### config.mk
export PLATFORM = sky130hd
export DESIGN_NAME = psrc_top
export DESIGN_NICKNAME = d
export VERILOG_FILES = /design/src/psrc_pkg.sv /design/src/psrc_top.sv /design/src/psrc_reset_stretch.sv
export SDC_FILE = /design/constraint.sdc
export NUM_CORES = 1
export LEC_CHECK = 0
export BUFFER_PORTS_ARGS = -buffer_cell sky130_fd_sc_hd__buf_2
export CAP_MARGIN = 20
export CORE_UTILIZATION = 52
export DETAILED_ROUTE_END_ITERATION = 10
export GPL_TIMING_DRIVEN = 0
export PLACE_DENSITY_LB_ADDON = 0.25
export RECOVER_POWER = 25
export SLEW_MARGIN = 20
export SYNTH_ARGS = -nofsm -noshare
export SYNTH_HDL_FRONTEND = slang
export SYNTH_HIERARCHICAL = 1
export SYNTH_SLANG_ARGS = --single-unit
### constraint.sdc
create_clock -name clock -period 2.93 [get_ports clock]
set_input_delay 0.293 -clock clock [delete_from_list [all_inputs] [get_ports clock]]
set_output_delay 0.293 -clock clock [all_outputs]
set_load 0.02 [all_outputs]
### src/psrc_pkg.sv
// Package of constants for the strap and reset configuration block
package psrc_pkg;
  localparam int CLOCK_FREQ_HZ = 50_000_000;
  localparam int RESET_STRETCH_US = 258;
  // Nominal stretch, rounded down to whole cycles
  localparam int RESET_STRETCH_CYCLES = (RESET_STRETCH_US * (CLOCK_FREQ_HZ / 1_000_000));
  localparam int ADDR_WIDTH = 5;
  localparam logic MEDIA_TWISTED_PAIR = 1'b0;
  localparam logic MEDIA_FIBER = 1'b1;
  localparam logic [4:0] ADDR_RESET_VALUE = 5'h00;
  localparam logic MEDIA_RESET_VALUE = 1'b0;
  localparam logic PAUSE_RESET_VALUE = 1'b0;
  localparam logic SLEEP_RESET_VALUE = 1'b0;
  localparam logic MGMT_DISABLE_RESET_VALUE = 1'b0;
  typedef enum logic [1:0] {
    PSRC_IN_RESET = 2'b00,
    PSRC_STRETCH = 2'b01,
    PSRC_RUN = 2'b10
  } psrc_state_t;
endpackage

### src/psrc_top.sv
// Top of the reset and pin-strap configuration loader
// Summary of operation
// - During reset, media-select pin low picks twisted pair, high picks fiber.
// - In fiber mode the media-select pin serves as signal detect afterwards.
// - Reset is entered when reset pin low OR software reset bit set.
// - Internal reset is held 258 us after the reset request goes away.
// - Pause strap high adds pause to advertised abilities.
// - Sleep strap high permits low-power sleep mode.
// - In managed mode software sleep bit overrides the sleep strap.
// - Management address comes from the address strap inputs.
// - Management enabled: media, pause and sleep straps give only initial values, software then controls them; the address stays strapped.
`timescale 1ns/1ps
module psrc_top #(
  parameter int ADDR_WIDTH = psrc_pkg::ADDR_WIDTH,
  parameter int STRETCH_CYCLES = psrc_pkg::RESET_STRETCH_CYCLES
) (
  input wire logic clock,
  input wire logic reset,
  input wire logic resetPinN,
  input wire logic softwareReset,
  input wire logic media_select_signal_detect_pin,
  input wire logic [ADDR_WIDTH-1:0] phy_address_strap,
  input wire logic pauseStrap,
  input wire logic sleepStrap,
  input wire logic management_disable_pin,
  input wire logic softwareWrite,
  input wire logic softwareMedia,
  input wire logic softwarePause,
  input wire logic softwareSleep,
  output logic internalReset,
  output logic resetRequest,
  output logic mediaFiber,
  output logic signalDetect,
  output logic [ADDR_WIDTH-1:0] phyAddress,
  output logic advertisePause,
  output logic sleepEnable,
  output logic managementEnabled,
  output logic configValid
);
  logic stretchDone;
  logic sdSample;

  assign resetRequest = !resetPinN || softwareReset;

  psrc_reset_stretch #(
    .STRETCH_CYCLES(STRETCH_CYCLES)
  ) stretcher (
    .clock(clock),
    .reset(reset),
    .resetRequest(resetRequest),
    .internalReset(internalReset),
    .stretchDone(stretchDone)
  );

  // Straps caught by a clocked process at the close of the stretch, not under async reset
  always_ff @(posedge clock or posedge reset) begin
    if (reset) begin
      phyAddress <= ADDR_WIDTH'(psrc_pkg::ADDR_RESET_VALUE);
      managementEnabled <= !psrc_pkg::MGMT_DISABLE_RESET_VALUE;
    end else if (stretchDone) begin
      phyAddress <= phy_address_strap;
      managementEnabled <= !management_disable_pin;
    end
  end

  // Effective settings: straps load them, software may change them when managed
  always_ff @(posedge clock or posedge reset) begin
    if (reset) begin
      mediaFiber <= psrc_pkg::MEDIA_RESET_VALUE;
      advertisePause <= psrc_pkg::PAUSE_RESET_VALUE;
      sleepEnable <= psrc_pkg::SLEEP_RESET_VALUE;
    end else if (stretchDone) begin
      mediaFiber <= media_select_signal_detect_pin;
      advertisePause <= pauseStrap;
      sleepEnable <= sleepStrap;
    end else if (!internalReset && managementEnabled && softwareWrite) begin
      mediaFiber <= softwareMedia;
      advertisePause <= softwarePause;
      sleepEnable <= softwareSleep;
    end
  end

  // Signal detect only meaningful once running in fiber mode
  always_ff @(posedge clock or posedge reset) begin
    if (reset) begin
      sdSample <= 1'b0;
      signalDetect <= 1'b0;
    end else begin
      sdSample <= media_select_signal_detect_pin;
      signalDetect <= sdSample && !internalReset && (mediaFiber == psrc_pkg::MEDIA_FIBER);
    end
  end

  always_ff @(posedge clock or posedge reset) begin
    if (reset) begin
      configValid <= 1'b0;
    end else begin
      configValid <= !internalReset && !resetRequest;
    end
  end
endmodule

### src/psrc_reset_stretch.sv
// Reset stretcher: holds internal reset for a fixed count after the request drops
`timescale 1ns/1ps
module psrc_reset_stretch #(
  parameter int STRETCH_CYCLES = psrc_pkg::RESET_STRETCH_CYCLES
) (
  input wire logic clock,
  input wire logic reset,
  input wire logic resetRequest,
  output logic internalReset,
  output logic stretchDone
);
  localparam int CW = $clog2(STRETCH_CYCLES + 1);
  localparam logic [CW-1:0] LAST_COUNT = CW'(STRETCH_CYCLES - 1);
  psrc_pkg::psrc_state_t state;
  logic [CW-1:0] count;

  always_ff @(posedge clock or posedge reset) begin
    if (reset) begin
      state <= psrc_pkg::PSRC_IN_RESET;
      count <= '0;
    end else begin
      case (state)
        psrc_pkg::PSRC_IN_RESET: begin
          count <= '0;
          if (!resetRequest) begin
            state <= psrc_pkg::PSRC_STRETCH;
          end
        end
        psrc_pkg::PSRC_STRETCH: begin
          // A new request restarts the whole stretch
          if (resetRequest) begin
            state <= psrc_pkg::PSRC_IN_RESET;
            count <= '0;
          end else if (count == LAST_COUNT) begin
            state <= psrc_pkg::PSRC_RUN;
          end else begin
            count <= count + CW'(1);
          end
        end
        psrc_pkg::PSRC_RUN: begin
          count <= '0;
          if (resetRequest) begin
            state <= psrc_pkg::PSRC_IN_RESET;
          end
        end
        default: begin
          state <= psrc_pkg::PSRC_IN_RESET;
          count <= '0;
        end
      endcase
    end
  end

  assign internalReset = (state != psrc_pkg::PSRC_RUN);
  assign stretchDone = (state == psrc_pkg::PSRC_STRETCH) && !resetRequest && (count == LAST_COUNT);
endmodule

==> results.ini, run 1 <==
[run_status]
status=finished, final reports clean

[worst_setup_path]
max_stage_delay_ns=0.47
start_kind=flop
crit_family=simple AND/OR/NAND/NOR gates
cp.required_ns=3.16
crit_chain=ha_1, nand4_1, nor4_4, and2_2, buf_6, mux2_4, mux2_2
crit_slowest_cell=dfrtp_1
path_buf_inv=1
end_kind=flop
path_class=reg -> reg
worst-path-max-fanout=10
arrival_ns=2.72

[timing]
finalHoldViolCount=0
tns_ns=0
max_freq_ghz=0.401
rsz0062_at_grt=false
slew-limit-headroom_pct=58.6
slew_viol_final=0
setup_viol=0
fin_crit_ns=2.49
worst_pin_slew_ns=0.621
min_period_over_period_pct=85.1
fin_worst_skew_ns=0.00158
finalHoldWorstSlack_ns=0.0776

[drt]
drc_errors=0
viasPerCell=5.54
drt_wl_total_mm=2.58
firstDrtPassIters=4
wl_per_cell_um=14.2
drtIter0Drc=12
vias=1009
drtAntennaViolNets=0

[floorplanning]
ioPinCount=30
start_util_pct=54.7
die_area_um2=2790
die_y_um=52.8
die_w_um=52.8
rows=18
fp.coreArea_um2=2450

[power_and_ir_drop]
p_sw_uw=132
finalPower_uw=613
intPower_uw=481
power_frac_seq_pct=63.9
p_comb_share_pct=5.6
leakage_uw=0.000718
ir_drop_mv=0.322
power_density_nw_per_um2=390
clockPowerShare_pct=30.5
switching_share_pct=21.5

[placed_design]
finalWeightedCongestion=0.762
port_buffers=29
dpl.hpwl_mm=1.91

[yosys]
synthSimpleGateAreaFrac_pct=21.1
synth.avg_cell_area_um2=11.4
synth.most_common_cell=dfrtp_1
synth_top_family_by_area=simple AND/OR/NAND/NOR gates
synth_cells=118
synth.cell_area_um2=1340
ys.flop_type=dfrtp_1
synth-compound-area-share_pct=7.36
yosys.area.top_type=dfrtp_1
yosys-top-cells-count=dfrtp_1 (27), nand2_1 (10), mux2_2 (8)
ys_seq_area_share_pct=52.3
yosysTopAreaCellShare_pct=50.3
synthAdderAreaFrac_pct=0.932
synthMuxAreaShare_pct=14.5
ys_top_cells_by_area=dfrtp_1 (50%), mux2_2 (6.7%), mux2i_1 (4.5%)
synth.distinct_cells=30
synth-seq-cells=28
synthXorXnorAreaFrac_pct=1.30
synth-edff-count=0
ys_warn_count=6
syn_nets=136
synth-async-reset-ratio_pct=100

[job]
cap_violations=0

[min_path]
hold_path.class=in -> reg

[cells_and_area]
layout.nets=171
syn_to_final_growth_pct=17.0
drive_gt1_share_pct=32.2
nFillCells=206
antenna_cells=0

[clock_network]
clockRootBuffer=clkbuf_4
cts_buffers=3
cts_setup_buffers=0
clkSinkCount=28
cts_tree=yes
cts_buffer_depth=2
clkTransAtPathRegs_ns=0.14
htree_num_levels=1
postCtsResizedCells=0
clk-insertion-delay-late_ns=0.32

[grt]
grt_max_degree=17
grt_first_pass_wirelength_mm=3.90
grt_util_all_layers_pct=19.3
grt-ovfl-total=0
antenna_found_initial=0
grt_pass1_vias=934

-- per-stage QoR --
step                      utilization [%]  setup WS [ns]  area (um^2)  cells
final                                64.0          0.435         1570    182
after detailed placement             62.1          0.381         1530    177
after global routing                 64.0          0.283         1570    182
after floorplan                         -          0.623         1340    118
after global placement               62.1          0.428         1530    177
after CTS                            64.0          0.435         1570    182
-- sequential cells by signal, summed over array words and instances (netlist names) --
name,cells
stretcher/count,14
phyAddress,5
stretcher/state,2
advertisePause,1
configValid,1
managementEnabled,1
mediaFiber,1
sdSample,1
signalDetect,1
sleepEnable,1
-- power by group through the flow --
stage,clock network (uW),registers (uW),logic [uW]
3_5_place_dp,0,399,34.2
4_1_cts,197,392,35.3
2_1_floorplan,0,400,16.3
3_3_place_gp,0,399,32.7
6_report,187,392,34.4
5_1_grt,205,392,38.8
-- per-layer routing --
metal  share of wire, %  wire [um]  up-vias  track usage, %
met1                 45       1160      488            22.7
li1                   -          -      495               -
met2                 51       1310       24            34.6
met5                  0          0        -               0
met3                3.2         82        2            3.48
met4               0.97         25        0            6.58
-- worst paths after layout --
path,depth (start not counted),startpoint,endpoint,slack [ns]
min reg2reg,1,stretcher/state[0],stretcher/state[0],0.50
min,1,media_select_signal_detect_pin,sdSample,0.08
min in group asynchronous,3,reset,signalDetect,0.51
max reg2reg,7,stretcher/count[0],mediaFiber,0.44
max,7,stretcher/count[0],mediaFiber,0.44
max in group asynchronous,3,reset,stretcher/state[1],1.95
-- cell families after synthesis --
family                   count (synthesis)
AND/OR/NAND/NOR                         47
flip-flops                              28
multiplexers                            17
AO/OA/AOI/OAI                           16
buffers and inverters                    7
XOR/XNOR                                 2
adder cells (fa/ha/maj)                  1
-- repair_timing --
item,4_1_cts,5_1_grt
endpoints found under the setup margin,0,0
hold buffers,1,0
endpoints found under the hold margin,11,0
-- cell usage in the layout, fill, tap and decap left out, types with 2 or more instances in the layout --
cell type / instances
buf_2: 28
dfrtp_1: 27
nand2_1: 10
mux2_2: 8
nand2b_1: 7
mux2i_1: 6
a21oi_1: 6
inv_1: 5
or3_1: 5
nand3_1: 5
o21ai_0: 5
nor2_1: 4
nand4_1: 4
mux2_4: 3
clkbuf_4: 3
nor4_1: 3
clkbuf_1: 2
o31ai_1: 2
or4_1: 2
nand3b_1: 2
xor2_1: 2
-- layout make-up --
type | instances | area, um^2 | share of cell area, %
flip-flops and latches | 28 | 702 | 44.7
multi-input cells | 83 | 607 | 38.6
repair buffers | 30 | 154 | 9.80
well taps | 30 | 37.5 | 2.39
clock buffers | 4 | 36.3 | 2.31
inverters | 5 | 18.8 | 1.20
plain buffers | 2 | 15.0 | 0.956
Note: power is estimated with default switching activity, not from simulation.
==> run 2: changes to the inputs <==
--- a/config.mk
+++ b/config.mk
@@ -5,9 +5,11 @@
 export SDC_FILE = /design/constraint.sdc
 export NUM_CORES = 1
 export LEC_CHECK = 0
+export ABC_AREA = 1
 export BUFFER_PORTS_ARGS = -buffer_cell sky130_fd_sc_hd__buf_2
 export CAP_MARGIN = 20
-export CORE_UTILIZATION = 52
+export CORE_MARGIN = 5
+export CORE_UTILIZATION = 54
 export DETAILED_ROUTE_END_ITERATION = 10
 export GPL_TIMING_DRIVEN = 0
 export PLACE_DENSITY_LB_ADDON = 0.25
==> results.ini, run 2 <==
[power_and_ir_drop]
power_density_nw_per_um2=342
leakage_uw=0.000936
ir_drop_mv=0.298
finalPower_uw=609

[worst_setup_path]
crit_family=simple AND/OR/NAND/NOR gates
worst-path-max-fanout=10
rr_endpoint=advertisePause
critPathLaunch=stretcher/count[0]
max_stage_delay_ns=0.42
rr_worst_depth=12
crit_path_frequent_cell=nand2_1
crit_slowest_cell=dfrtp_1
path_class=reg -> reg
crit_chain=ha_1, nand3_1, inv_1, nand2_1, nor2_2, nand2_1, inv_1, buf_6, inv_6, buf_8, nand3_1, nand2_1
cp.required_ns=3.17
rr_startpoint=stretcher/count[0]
path_buf_inv=5
end_kind=flop
arrival_ns=2.01
start_kind=flop
ff2ff_setup_slack_ns=1.15

[yosys]
synth-edff-count=0
synth.avg_cell_area_um2=7.47
synth_cells=208
synth.distinct_cells=21
synth.cell_area_um2=1550
yosys.area.top_type=dfrtp_1
ys_top_cells_by_area=dfrtp_1 (44%), nand2_1 (16%), nor2_1 (7.0%)
synth.most_common_cell=nand2_1
ys_seq_area_share_pct=45.2
ys_warn_count=6
ys.flop_type=dfrtp_1
synth-async-reset-ratio_pct=100
yosysTopAreaCellShare_pct=43.5
synth-seq-cells=28
syn_nets=226
yosys-top-cells-count=nand2_1 (67), nor2_1 (29), inv_1 (28)

[floorplanning]
fp.coreArea_um2=2760
rows=19
die_y_um=63.6
die_area_um2=4050
die_w_um=63.6
ioPinCount=30
start_util_pct=56.3

[drt]
drtIter0Drc=68
vias=1324
viasPerCell=4.85
drt_wl_total_mm=3.05
wl_per_cell_um=11.2
firstDrtPassIters=4
drc_errors=0
drtAntennaViolNets=0

[timing]
rsz0062_at_grt=false
fin_worst_skew_ns=0.00545
tns_ns=0
setup_viol=0
slew_viol_final=0
max_freq_ghz=0.563
slew-limit-headroom_pct=58.2
min_period_over_period_pct=60.6
fin_crit_ns=1.78
worst_pin_slew_ns=0.626
finalHoldViolCount=0

[placed_design]
dpl.hpwl_mm=2.45
finalWeightedCongestion=0.864
port_buffers=29
dp_cells=268

[min_path]
holdCritStartpoint=media_select_signal_detect_pin
hold_path_end=sdSample
whs_path_depth=1
hold_path.class=in -> reg

[cells_and_area]
register_area_um2=702
multi_input_area_um2=699
final_common_cell=nand2_1
top_register=stretcher/count
nFillCells=258
layout.nets=261
syn_to_final_growth_pct=14.7
drive_gt1_share_pct=22.3
final_cell_mix=nand2_1 (67), nor2_1 (29), inv_1 (28), buf_2 (28), dfrtp_1 (27)
reg_top3=stretcher/count x14, phyAddress x5, stretcher/state x2
antenna_cells=0
largest_reg_flops=14
fin_cells=273

[clock_network]
cts_buffers=3
clockRootBuffer=clkbuf_4
clk-insertion-delay-late_ns=0.33
cts_buffer_depth=2
postCtsResizedCells=0
clkTransAtPathRegs_ns=0.15
cts_tree=yes
htree_num_levels=1
clkSinkCount=28

[grt]
grt-ovfl-total=0
grt_first_pass_wirelength_mm=5.40
antenna_found_initial=0
grt_util_all_layers_pct=16.2
grt_pass1_vias=1258
grt_max_degree=17

[job]
cap_violations=0

[run_status]
status=finished, final reports clean

==> run 2: cell types whose count changed after synthesis, sizes merged, moves of 7 or more <==
cell    delta
nand2     +61
nor2      +32
inv       +24
nand3     +14
mux2      -11
nand2b     -7
==> run 2: final cells by class <==
type / instances / area share [%]
Buffer: 3 / 2.11
Clock buffer: 4 / 2.04
Sequential cell: 28 / 39.4
Tap cell: 31 / 2.18
Timing Repair Buffer: 30 / 8.64
Multi-Input combinational cell: 148 / 39.3
Inverter: 29 / 6.39
==> run 2: worst max-delay path by stage <==
stage                endpoint  slack, ns  cells after the start
2_1_floorplan      mediaFiber       1.40                     12
3_3_place_gp   advertisePause       1.17                     12
3_5_place_dp   advertisePause       1.15                     12
4_1_cts        advertisePause       1.12                     12
5_1_grt        advertisePause       0.97                     12
6_report       advertisePause       1.15                     12
==> run 2: kinds of logic after synthesis <==
logic type,synth area share [%]
flops,45.2
buf+inv,9.75
simple gates,38.8
fa+ha+maj,0.806
compound gates,5.48
==> run 2: report_power, final <==
part / switching, uW / internal (uW) / total [uW]
clock network: 113 / 76.0 / 189
registers: 1.10 / 388 / 390
logic: 18.6 / 12.4 / 31.0
==> run 2: per-layer routing <==
| metal | global-route usage, % | share of wire, % |
|---|---|---|
| met5 | 0 | 0 |
| met4 | 5.19 | 0.29 |
| met3 | 2.13 | 2.8 |
| met2 | 26.6 | 48 |
| met1 | 21.9 | 49 |
==> run 2: timing repair <==
action                    in CTS  in global routing
hold endpoints to repair      11                  0
hold buffers                   1                  0
setup buffers                  0                  0
==> run 2: through the flow <==
stage               cell area [um^2]  hold slack, ns  utilization (%)  setup slack (ns)
floorplan                       1550           0.157                -              1.40
detailed placement              1740           0.329             63.0              1.15
global route                    1780          0.0464             64.6             0.972
finish                          1780          0.0769             64.6              1.15
global placement                1740           0.329             63.0              1.17
CTS                             1780          0.0658             64.7              1.12
